**src/core/dfbp_pkg.sv**
```systemverilog
// What this block does
// - select falling edge begins a transaction; rising edge ends it.
// - sample and launch at true/complement clock crossings; complement optional.
// - read bytes change together with each read strobe transition.
// - command, address and data share eight two-way data lines.
// - event output pulled low when an internal event occurred.
// - reset input low: initialise, back to read state, strobe and data undriven.
// - system reset output low during power-on reset, released after set timeout.
// - standby entered immediately when system reset output released.
// - first three clocks carry three command/address words, one byte per edge.
// - one address space regardless of the target-space bit.
// - write address and data go to the command register buffer.
// - reads return array data or overlaid register window data.
// - writes ignore burst type and take one data word.
// - only read data may burst linearly; word-program data is one word.
// - host keeps clocking latency idle cycles before read data moves; write data follows the command words at once.
// - words move high byte on rising edge, low byte on falling edge.
// - host may abort any data transfer by raising select; device accepts.
// - bit 47 read when 1; bit 46 space bit, host sends 0.
// - bit 45 burst type, 0 wrapped, 1 linear.
// - four-bit latency code 0 to 11 gives 5 to 16 clocks; rest reserved.
// - bits 2..0 start word in half-page; upper bits give half-page.
package dfbp_pkg;
    // ****************************************
    // register map
    // ****************************************
    localparam logic [3:0] REG_CTRL      = 4'h0;
    localparam logic [3:0] REG_STATUS    = 4'h4;
    localparam logic [3:0] REG_WR_ADDR   = 4'h8;
    localparam logic [3:0] REG_WR_DATA   = 4'hC;
    // ctrl fields
    localparam int CTRL_LAT_LSB    = 0;
    localparam int CTRL_EVT_BIT    = 4;
    localparam int CTRL_POR_BIT    = 5;
    localparam int CTRL_TMO_LSB    = 8;
    localparam logic [3:0]  LAT_RESET     = 4'hB;
    localparam logic [3:0]  LAT_MAX_CODE  = 4'hB;
    localparam logic [4:0]  LAT_BASE      = 5'h05;
    localparam logic [15:0] TMO_RESET     = 16'h0010;
    // status fields
    localparam int ST_WVALID_BIT   = 0;
    localparam int ST_STANDBY_BIT  = 1;
    localparam int ST_BUSY_BIT     = 2;
    localparam int ST_LATERR_BIT   = 3;
    // command/address bit positions
    localparam int CA_RW_BIT       = 47;
    localparam int CA_SPACE_BIT    = 46;
    localparam int CA_BURST_BIT    = 45;
    localparam int CA_HP_MSB       = 37;
    localparam int CA_HP_LSB       = 16;
    localparam int CA_WORD_MSB     = 2;
    localparam int CA_BYTES        = 6;
    // bus responses
    localparam logic [1:0] RESP_OKAY   = 2'h0;
    localparam logic [1:0] RESP_SLVERR = 2'h2;
    localparam int ADDR_W          = 25;
endpackage

```
**src/core/dfbp_rd_if.sv**
```systemverilog
// read data source seen by the bus port
interface dfbp_rd_if;
    logic [24:0] addr;
    logic [15:0] data;
    modport port (output addr, input data);
    modport src  (input addr, output data);
endinterface

```
**src/core/dfbp_rd_src.sv**
```systemverilog
// read data source: a small array stand-in overlaid with a status window
module dfbp_rd_src (
    // clock
    input  wire logic        aclk,
    input  wire logic        aclken,
    // window control
    input  wire logic        overlay_en,
    input  wire logic [15:0] overlay_word,
    // port side
    dfbp_rd_if.src           rd
);
    logic [15:0] mem [0:7];
    logic [15:0] data_reg;

    generate
        for (genvar i = 0; i < 8; i++) begin : g_init
            assign mem[i] = 16'(16'hA500 + i);
        end
    endgenerate

    // reads come from the array or the overlaid window
    always_ff @(posedge aclk) begin
        if (aclken)
            data_reg <= overlay_en ? overlay_word : (mem[rd.addr[2:0]] ^ rd.addr[24:9]);
    end
    assign rd.data = data_reg;
endmodule

```
**src/core/dfbp_top.sv**
```systemverilog
module dfbp_top (
    // system
    input  wire logic        aclk,
    input  wire logic        aresetn,
    input  wire logic        aclken,
    // bus pins
    input  wire logic        select_n,
    input  wire logic        bus_clock_true,
    input  wire logic        bus_clock_comp,
    input  wire logic        phase_shift_clock_true,
    input  wire logic        phase_shift_clock_comp,
    input  wire logic [7:0]  dq_in,
    output logic      [7:0]  dq_out,
    output logic             dq_oe,
    output logic             read_data_strobe_out,
    output logic             read_data_strobe_oe,
    input  wire logic        hw_reset_n,
    output logic             event_out_oe,
    output logic             system_reset_out_oe,
    // register bus
    input  wire logic [3:0]  s_axi_awaddr,
    input  wire logic        s_axi_awvalid,
    output logic             s_axi_awready,
    input  wire logic [31:0] s_axi_wdata,
    input  wire logic [3:0]  s_axi_wstrb,
    input  wire logic        s_axi_wvalid,
    output logic             s_axi_wready,
    output logic [1:0]       s_axi_bresp,
    output logic             s_axi_bvalid,
    input  wire logic        s_axi_bready,
    input  wire logic [3:0]  s_axi_araddr,
    input  wire logic        s_axi_arvalid,
    output logic             s_axi_arready,
    output logic [31:0]      s_axi_rdata,
    output logic [1:0]       s_axi_rresp,
    output logic             s_axi_rvalid,
    input  wire logic        s_axi_rready
);
    typedef enum logic [2:0] {ST_POR, ST_IDLE, ST_CA, ST_LAT, ST_DATA, ST_WAIT} dfbp_state_e;

    // ****************************************
    // pin synchronisers
    // ****************************************
    logic [5:0] sy1_reg;
    logic [5:0] sy2_reg;
    logic [7:0] dq1_reg;
    logic [7:0] dq2_reg;
    logic       sel_d_reg;
    logic       clk_d_reg;
    always_ff @(posedge aclk) begin
        if (!aresetn) begin
            sy1_reg <= 6'h3D;
            sy2_reg <= 6'h3D;
            dq1_reg <= 8'h00;
            dq2_reg <= 8'h00;
        end else if (aclken) begin
            sy1_reg <= {select_n, bus_clock_true, bus_clock_comp, hw_reset_n,
                        phase_shift_clock_true, phase_shift_clock_comp};
            sy2_reg <= sy1_reg;
            dq1_reg <= dq_in;
            dq2_reg <= dq1_reg;
        end
    end
    logic sel_n_s;
    logic ck_s;
    logic hwrst_n_s;
    assign sel_n_s   = sy2_reg[5];
    // crossing = true above complement; comp tied to true counts as true alone
    assign ck_s      = sy2_reg[4] & (~sy2_reg[3] | sy2_reg[4] == sy2_reg[3]);
    assign hwrst_n_s = sy2_reg[2];

    always_ff @(posedge aclk) begin
        if (!aresetn) begin
            sel_d_reg <= 1'b1;
            clk_d_reg <= 1'b0;
        end else if (aclken) begin
            sel_d_reg <= sel_n_s;
            clk_d_reg <= ck_s;
        end
    end
    logic sel_fall;
    logic sel_rise;
    logic ck_edge;
    logic ck_rise;
    assign sel_fall = sel_d_reg & ~sel_n_s;
    assign sel_rise = ~sel_d_reg & sel_n_s;
    assign ck_edge  = (clk_d_reg != ck_s) & ~sel_n_s;
    assign ck_rise  = ck_edge & ck_s;

    // ****************************************
    // registers
    // ****************************************
    logic [3:0]  lat_code_reg;
    logic [15:0] tmo_reg;
    logic        evt_set_reg;
    logic        por_req_reg;
    logic [47:0] ca_reg;
    logic [2:0]  ca_cnt_reg;
    logic [24:0] waddr_reg;
    logic [15:0] wdata_reg;
    logic        wvalid_reg;
    logic        lat_err_reg;
    dfbp_state_e state_reg;
    logic [4:0]  lat_cnt_reg;
    logic [24:0] raddr_reg;
    logic        wbyte_reg;
    logic        rd_reg;
    logic        burst_lin_reg;
    logic [15:0] por_cnt_reg;
    logic        dq_oe_reg;
    logic        strobe_reg;
    logic [7:0]  dq_reg;

    dfbp_rd_if rdi ();
    dfbp_rd_src u_src (
        .aclk         (aclk),
        .aclken       (aclken),
        .overlay_en   (lat_err_reg),
        .overlay_word ({12'h000, wvalid_reg, lat_err_reg, 2'b00}),
        .rd           (rdi)
    );
    assign rdi.addr = raddr_reg;

    // ****************************************
    // AXI4-Lite slave
    // ****************************************
    logic aw_hold_reg;
    logic w_hold_reg;
    logic [3:0]  awaddr_reg;
    logic [31:0] wd_reg;
    logic [3:0]  wstrb_reg;
    logic        do_write;
    assign s_axi_awready = ~aw_hold_reg & ~s_axi_bvalid;
    assign s_axi_wready  = ~w_hold_reg & ~s_axi_bvalid;
    assign do_write      = aw_hold_reg & w_hold_reg;
    always_ff @(posedge aclk) begin
        if (!aresetn) begin
            aw_hold_reg <= 1'b0;
            w_hold_reg  <= 1'b0;
            awaddr_reg  <= 4'h0;
            wd_reg      <= 32'h0000_0000;
            wstrb_reg   <= 4'h0;
            s_axi_bvalid <= 1'b0;
            s_axi_bresp  <= dfbp_pkg::RESP_OKAY;
        end else if (aclken) begin
            if (s_axi_awvalid && s_axi_awready) begin
                aw_hold_reg <= 1'b1;
                awaddr_reg  <= s_axi_awaddr;
            end
            if (s_axi_wvalid && s_axi_wready) begin
                w_hold_reg <= 1'b1;
                wd_reg     <= s_axi_wdata;
                // strobes travel with the data: the master may change them once w is taken
                wstrb_reg  <= s_axi_wstrb;
            end
            if (do_write) begin
                aw_hold_reg  <= 1'b0;
                w_hold_reg   <= 1'b0;
                s_axi_bvalid <= 1'b1;
                s_axi_bresp  <= (awaddr_reg == dfbp_pkg::REG_CTRL) ? dfbp_pkg::RESP_OKAY : dfbp_pkg::RESP_SLVERR;
            end else if (s_axi_bready) begin
                s_axi_bvalid <= 1'b0;
            end
        end
    end

    always_ff @(posedge aclk) begin
        if (!aresetn) begin
            lat_code_reg <= dfbp_pkg::LAT_RESET;
            tmo_reg      <= dfbp_pkg::TMO_RESET;
            evt_set_reg  <= 1'b0;
            por_req_reg  <= 1'b0;
        end else if (aclken) begin
            por_req_reg <= 1'b0;
            if (do_write && awaddr_reg == dfbp_pkg::REG_CTRL) begin
                if (wstrb_reg[0]) begin
                    lat_code_reg <= wd_reg[dfbp_pkg::CTRL_LAT_LSB +: 4];
                    evt_set_reg  <= wd_reg[dfbp_pkg::CTRL_EVT_BIT];
                    por_req_reg  <= wd_reg[dfbp_pkg::CTRL_POR_BIT];
                end
                if (wstrb_reg[1])
                    tmo_reg[7:0] <= wd_reg[dfbp_pkg::CTRL_TMO_LSB +: 8];
                if (wstrb_reg[2])
                    tmo_reg[15:8] <= wd_reg[dfbp_pkg::CTRL_TMO_LSB + 8 +: 8];
            end
        end
    end

    logic [31:0] rd_mux;
    always_comb begin
        rd_mux = 32'h0000_0000;
        case (s_axi_araddr)
            dfbp_pkg::REG_CTRL:    rd_mux = {8'h00, tmo_reg, 2'b00, por_req_reg, evt_set_reg, lat_code_reg};
            dfbp_pkg::REG_STATUS:  rd_mux = {28'h0, lat_err_reg, (state_reg != ST_IDLE),
                                            (state_reg == ST_IDLE), wvalid_reg};
            dfbp_pkg::REG_WR_ADDR: rd_mux = {7'h00, waddr_reg};
            dfbp_pkg::REG_WR_DATA: rd_mux = {16'h0000, wdata_reg};
            default:               rd_mux = 32'h0000_0000;
        endcase
    end
    assign s_axi_arready = ~s_axi_rvalid;
    always_ff @(posedge aclk) begin
        if (!aresetn) begin
            s_axi_rvalid <= 1'b0;
            s_axi_rdata  <= 32'h0000_0000;
            s_axi_rresp  <= dfbp_pkg::RESP_OKAY;
        end else if (aclken) begin
            if (s_axi_arvalid && s_axi_arready) begin
                s_axi_rvalid <= 1'b1;
                s_axi_rdata  <= rd_mux;
                s_axi_rresp  <= dfbp_pkg::RESP_OKAY;
            end else if (s_axi_rready) begin
                s_axi_rvalid <= 1'b0;
            end
        end
    end

    // ****************************************
    // transaction engine
    // ****************************************
    logic do_reset;
    logic [4:0] lat_clocks;
    // reset pin or software power-on request puts the port back to initial state
    assign do_reset   = ~hwrst_n_s | por_req_reg;
    assign lat_clocks = dfbp_pkg::LAT_BASE + {1'b0, lat_code_reg};

    always_ff @(posedge aclk) begin
        if (!aresetn) begin
            state_reg   <= ST_POR;
            ca_reg      <= 48'h0;
            ca_cnt_reg  <= 3'h0;
            lat_cnt_reg <= 5'h00;
            raddr_reg   <= 25'h0;
            rd_reg      <= 1'b0;
            burst_lin_reg <= 1'b0;
            wbyte_reg   <= 1'b0;
            waddr_reg   <= 25'h0;
            wdata_reg   <= 16'h0000;
            wvalid_reg  <= 1'b0;
            lat_err_reg <= 1'b0;
            por_cnt_reg <= 16'h0000;
        end else if (aclken) begin
            if (do_reset) begin
                state_reg   <= ST_POR;
                por_cnt_reg <= 16'h0000;
                wvalid_reg  <= 1'b0;
            end else begin
                case (state_reg)
                    ST_POR: begin
                        por_cnt_reg <= por_cnt_reg + 16'h0001;
                        // release straight into standby
                        if (por_cnt_reg >= tmo_reg)
                            state_reg <= ST_IDLE;
                    end
                    ST_IDLE: if (sel_fall) begin
                        state_reg  <= ST_CA;
                        ca_cnt_reg <= 3'h0;
                    end
                    ST_CA: if (ck_edge) begin
                        ca_reg     <= {ca_reg[39:0], dq2_reg};
                        ca_cnt_reg <= ca_cnt_reg + 3'h1;
                        if (ca_cnt_reg == 3'(dfbp_pkg::CA_BYTES - 1)) begin
                            // space bit ignored: single address space
                            rd_reg    <= ca_reg[dfbp_pkg::CA_RW_BIT - 8];
                            burst_lin_reg <= ca_reg[dfbp_pkg::CA_BURST_BIT - 8];
                            raddr_reg <= {ca_reg[dfbp_pkg::CA_HP_MSB - 8:dfbp_pkg::CA_HP_LSB - 8],
                                          dq2_reg[dfbp_pkg::CA_WORD_MSB:0]};
                            lat_cnt_reg <= 5'h00;
                            wbyte_reg   <= 1'b0;
                            lat_err_reg <= lat_code_reg > dfbp_pkg::LAT_MAX_CODE;
                            // writes carry data straight after the command words
                            state_reg   <= ca_reg[dfbp_pkg::CA_RW_BIT - 8] ? ST_LAT : ST_DATA;
                        end
                    end
                    // count latency on rising edges and leave on the falling edge after the last,
                    // so that the first read byte goes out on a rising edge
                    ST_LAT: if (ck_rise) begin
                        lat_cnt_reg <= lat_cnt_reg + 5'h01;
                    end else if (ck_edge && lat_cnt_reg >= lat_clocks) begin
                        state_reg <= ST_DATA;
                    end
                    ST_DATA: if (ck_edge) begin
                        if (rd_reg) begin
                            if (!ck_s) begin
                                // wrapped bursts stay inside the half-page
                                if (burst_lin_reg)
                                    raddr_reg <= raddr_reg + 25'h1;
                                else
                                    raddr_reg[dfbp_pkg::CA_WORD_MSB:0] <=
                                        raddr_reg[dfbp_pkg::CA_WORD_MSB:0] + 3'h1;
                            end
                        end else if (!wbyte_reg) begin
                            wdata_reg[15:8] <= dq2_reg;
                            wbyte_reg <= 1'b1;
                        end else begin
                            // burst type ignored: one word then wait for select
                            wdata_reg[7:0] <= dq2_reg;
                            waddr_reg  <= raddr_reg;
                            wvalid_reg <= 1'b1;
                            state_reg  <= ST_WAIT;
                        end
                    end
                    ST_WAIT: ;
                    default: state_reg <= ST_IDLE;
                endcase
                if (sel_rise && state_reg != ST_POR)
                    state_reg <= ST_IDLE;
            end
        end
    end

    // ****************************************
    // pin drivers
    // ****************************************
    always_ff @(posedge aclk) begin
        if (!aresetn) begin
            dq_oe_reg  <= 1'b0;
            strobe_reg <= 1'b0;
            dq_reg     <= 8'h00;
        end else if (aclken) begin
            if (do_reset || sel_n_s || state_reg != ST_DATA || !rd_reg) begin
                dq_oe_reg  <= 1'b0;
                strobe_reg <= 1'b0;
            end else begin
                dq_oe_reg <= 1'b1;
                if (ck_edge) begin
                    // byte and strobe launched in the same cycle
                    strobe_reg <= ck_s;
                    dq_reg     <= ck_s ? rdi.data[15:8] : rdi.data[7:0];
                end
            end
        end
    end
    assign dq_out               = dq_reg;
    assign dq_oe                = dq_oe_reg;
    assign read_data_strobe_out = strobe_reg;
    assign read_data_strobe_oe  = dq_oe_reg;
    assign event_out_oe         = evt_set_reg | lat_err_reg;
    assign system_reset_out_oe  = (state_reg == ST_POR);
endmodule

```
**config.mk**
```make
export PLATFORM = sky130hd
export DESIGN_NAME = dfbp_top
export DESIGN_NICKNAME = d
export VERILOG_FILES = /design/src/core/dfbp_pkg.sv /design/src/core/dfbp_rd_if.sv /design/src/core/dfbp_rd_src.sv /design/src/core/dfbp_top.sv
export SDC_FILE = /design/constraint.sdc
export NUM_CORES = 1
export LEC_CHECK = 0
export ABC_AREA = 1
export BUFFER_PORTS_ARGS = -buffer_cell sky130_fd_sc_hd__buf_2
export CAP_MARGIN = 20
export CELL_PAD_IN_SITES_DETAIL_PLACEMENT = 1
export CELL_PAD_IN_SITES_GLOBAL_PLACEMENT = 2
export CORE_UTILIZATION = 37
export DETAILED_ROUTE_END_ITERATION = 10
export GPL_ROUTABILITY_DRIVEN = 0
export GPL_TIMING_DRIVEN = 0
export PLACE_DENSITY = 0.82
export SLEW_MARGIN = 20
export SYNTH_ARGS = -nofsm -noshare
export SYNTH_HDL_FRONTEND = slang
export SYNTH_SLANG_ARGS = --single-unit
export TNS_END_PERCENT = 20
```
**constraint.sdc**
```tcl
create_clock -name aclk -period 5.78 [get_ports aclk]
set_input_delay 1.156 -clock aclk [delete_from_list [all_inputs] [get_ports aclk]]
set_output_delay 1.156 -clock aclk [all_outputs]
set_load 0.01 [all_outputs]
```
* Yosys cells after proc, flatten, opt, wreduce, memory -nomap -nowiden
Memory sizes are Yosys's and may differ from the RTL's.
Cells that the tools add are included.
** Operators by class
- Order comparisons :: 4
- Equal/unequal tests :: 33
- Reductions and logical operators :: 51
- Muxes and demuxes :: 59
- Add/subtract/negate cells :: 6
- Bitwise gates (word level) :: 25
** Operators by type and width (number)
- 2-to-1 mux 25 bit :: 5
- one-hot mux 25 bit (4 select lines) :: 1
- 2-to-1 mux 16 bit :: 4
- one-hot mux 25 bit (2 select lines) :: 1
- 2-to-1 mux 3 bit :: 15
- != test 4 bit (second input constant) :: 7
- adder 25 x 1 -> 25 bit (second input constant) :: 1
- nonzero test 2 bit :: 12
- 2-to-1 mux 1 bit :: 22
- 2-to-1 mux 22 bit :: 1
- AND reduction 2 bit :: 10
- != test 2 bit (second input constant) :: 9
- one-hot mux 3 bit (6 select lines) :: 1
- AND reduction 6 bit :: 3
- adder 16 x 1 -> 16 bit (second input constant) :: 1
- >= comparator 16 bit :: 1
- bitwise XOR 16 bit :: 1
- 2-to-1 mux 5 bit :: 3
- AND reduction 5 bit :: 3
- inverter 1 bit :: 12
- AND reduction 3 bit :: 4
- AND reduction 11 bit :: 1
- one-hot mux 5 bit (2 select lines) :: 1
- == test 3 bit (second input constant) :: 3
- 35 further kinds :: 56
** Storage, ports and cells
- ROM bits :: 128
- Memories kept :: 1
- Input bits :: 66
- Output and inout bits :: 54
- Register bits :: 285
** Memory list
- (no name shown) :: depth 8, bits a word 16, rd ports 1, clocked after Yosys merged registers in 0, wr ports 0, RTL line dfbp_rd_src.sv:24 : data_reg <= overlay_en ? overlay_word : (mem[rd.addr[2:0]] ^ rd.addr[24:9]);

* Depth between registers and ports, before layout
- Depth after elaboration :: 11
- Depth in mapped cells :: 17

* Modules after synthesis
From an unflattened synthesis, not the netlist that was laid out.
** Second synthesis, totals
- Cell total of the unflattened synthesis :: 1596
- Area total of the unflattened synthesis :: 11797.6 um^2
** By module, submodules not included
- dfbp_top :: area each 11068.1 um^2, instances 1, sequential area each 4924.7 um^2, cells each 1520
- dfbp_rd_src :: area each 729.4 um^2, instances 1, sequential area each 480.5 um^2, cells each 76

* Worst setup path after synthesis
No wires, ideal clock.
- Path kind :: input port to flip-flop
- From :: input aclken
- To :: register raddr_reg[19]
- Data required time :: 5648 ps
- Arrival :: 2387 ps
- Buffers on the path :: 2
- Setup time :: 132 ps
- Slack :: 3260 ps
- Cell stages on the path :: 9
- Cells stage by stage :: buf_2 -> inv_2 -> nor2_1 -> nand2_4 -> nor3_4 -> inv_2 -> buf_2 -> nand2_1 -> a21oi_1
** Between the ends
- Cells in the longest elaborated chain, start to end :: 1
** RTL lines
- from (decl) :: RTL line dfbp_top.sv:5 : input wire logic aclken,
- AND reduction 9 bit (no line)
- to (signal assigned) :: RTL line dfbp_top.sv:266 : raddr_reg <= {ca_reg[dfbp_pkg::CA_HP_MSB - 8:dfbp_pkg::CA_HP_LSB - 8],
- to (signal assigned) :: RTL line dfbp_top.sv:287 : raddr_reg <= raddr_reg + 25'h1;
- to (signal, indexed assignment) :: RTL line dfbp_top.sv:289 : raddr_reg[dfbp_pkg::CA_WORD_MSB:0] <=
- to (decl) :: RTL line dfbp_top.sv:105 : logic [24:0] raddr_reg;
Every way passes these cells.
A chain may end at the register's enable or synchronous reset.

* Worst setup path in the final report
- From :: input aclken
- To :: register ca_reg[18]
** Between the ends
- Cells in the longest elaborated chain, start to end :: 1
** RTL lines
- AND reduction 4 bit (no line)
- to (signal assigned) :: RTL line dfbp_top.sv:260 : ca_reg <= {ca_reg[39:0], dq2_reg};
- to (decl) :: RTL line dfbp_top.sv:97 : logic [47:0] ca_reg;
Every way passes these cells.

==> run metrics <==
Distinct cells, synth=51; DRT antenna net count=0; CTS tree=built; Core ar.=30,700 um2; synthesized area per cell=7.54 um2; register area=5410 um2; WS Path Type=primary input to register; vias in the first global route=10,800; PnR Total Power=4.62 mW; WL/cell=19.7 um; layout cell share with drive strength beyond 1=12.2%; via count=11,000; commonest non-fill, non-tap cell in the layout=nand2_1; final period utilization=58.9%; worst-skew pair later-pin latency=580 ps; first-pass GRT wire length=62.9 mm; crit-path max FO=17; worst r2r src=por_req_reg; IO Count=120; antenna violations before repair=1; setup slack after layout=2370 ps; footprint of the multi-input gates=5210 um2; max_cap viols=0; total grt overflow=0; top_reg_cell synth=dfxtp_1; DRC Markers=0; GRT Util Overall=26.1%; sequential share of the synthesized area=46.7%; Setup crit end=ca_reg[18]; num rows=64; Synth Warn #=0; RR Endpoint=ca_reg[18]; Post-DP Area=12,600 um2; DR vias/cell=5.27; post-cts resize count=0; reg2reg path depth=9; Initial DRT Pass Iterations=4; # clock sinks=262; Die Ht=179 um; most frequent cells in the layout=nand2_1, dfxtp_1, o21ai_0; Area growth syn-to-layout=18.1%; Finished Core Util=44.5%; number of flops mapped to enable cells by yosys=16; initial core utilization=37.7%; fillers=3,884; PD cells=339 nW/um2; Synth area leader=dfxtp_1; Design Area, Final=13,700 um2; Startpoint Class=primary input; H-tree depth=1; CP startpoint=aclken; peak supply drop=0.243 mV; Largest register FFs=33; Post-CTS Setup Inserts=0; initial DRC count=762; Slew headroom=41.6%; Netlist Area Pre-Place=11,600 um2; # diodes=0; Final nets=1,763; Root Buffer=clkbuf_16; P_leak=5.52 nW; routed wire length=41.1 mm; Tightest Pin Transition=876 ps; post-synthesis cell count=1,534; clock buffer depth=3; Worst Path Arrival=3840 ps; status=complete, no violations; Tmin final=3410 ps; Max Clock Freq=0.294 GHz; CTS Hold Bufs=0; Req. time, crit path=6210 ps; hold crit path type=register to register; Clock transition at path regs=60 ps; Die X=179 um; largest net degree at the start of global routing=18; post-synth top area share=42.6%; Hold Vio Cnt, Final=0; synth top area cells=dfxtp_1, o21ai_0, nand2_1, a21oi_1, nor2_1; RSZ-0062 raised after global routing=false; setup_tns=0 ps; Finish-stage setup viols=0; CP endpoint kind=register; max-slew violations=0; synthesized flop and latch total=262; setup slack at placement=1810 ps; TritonCTS Buffers=30; die area=32,000 um2; Async S/R FF share, synth=0%; reg-to-reg setup timing slack=3200 ps; DPL Wire Length=31.3 mm; port bufs=95; clock skew=22.3 ps
[cell usage after synthesis (10+ instances only)]
master and n:
a31oi_1 12, nand2_1 267, buf_2 10, o211ai_1 19
ha_1 27, nand4_1 12, a21oi_1 189, clkbuf_1 59
dfxtp_1 246, nor3_1 15, nand3_1 51, inv_1 151
edfxtp_1 16, nor2_1 155, buf_4 14, o21ai_0 207
[critical path, cell delays in order]
cell and delay [ps]:
buf_2 310, buf_2 400, inv_2 200, nor2_1 270
nand2_4 140, nor2_4 280, inv_1 250, clkbuf_1 320
o21ai_0 430, a21oi_1 70
[worst min-delay path by stage]
stage                          start           to  slack [ps]  depth (start not counted)
after floorplan           sy1_reg[2]   sy1_reg[2]         430                          2
final                     ca_reg[25]   ca_reg[25]         450                          2
after global routing       wd_reg[5]  por_req_reg         480                          2
after global placement    ca_reg[25]   ca_reg[25]         440                          2
after detailed placement  ca_reg[25]   ca_reg[25]         450                          2
after CTS                 ca_reg[25]   ca_reg[25]         460                          2
[report_power, final]
group | total (mW) | internal, mW | switching, mW
clock network | 2.08 | 1.27 | 0.812
logic | 0.614 | 0.174 | 0.440
registers | 1.93 | 1.88 | 0.0476
[metrics by stage]
| stage | hold slack [ps] | std cells |
|---|---|---|
| floorplan | 429 | 1543 |
| CTS | 458 | 2090 |
| global placement | 442 | 2034 |
| detailed placement | 448 | 2034 |
| finish | 453 | 2090 |
| global route | 478 | 2090 |
[cell type report]
cell class | instances | share of cell area (%)
plain buffers | 85 | 2.87
clock buffers | 37 | 5.98
clock inverters | 19 | 1.93
inverters | 159 | 4.37
multi-input cells | 1037 | 38.2
flip-flops and latches | 262 | 39.6
well taps | 396 | 3.63
repair buffers | 95 | 3.48
[metal layers]
metal	GRT usage, %	vias to the layer above	wire length (um)	share of wire, %
met4	6.78	0	1030	2.5
met5	0	-	0	0
met3	2.93	62	1820	4.4
met2	41.4	235	18400	45
met1	37.3	5334	19900	48
li1	-	5377	-	-
[cell families after synthesis]
logic type	synth area share, %
compound gates	21.3
fa+ha+maj	2.92
buf+inv	8.54
flops	46.7
xor+xnor	0.681
simple gates	19.8
other cells	0.0324
No activity file was read; power rests on OpenSTA's default activity.
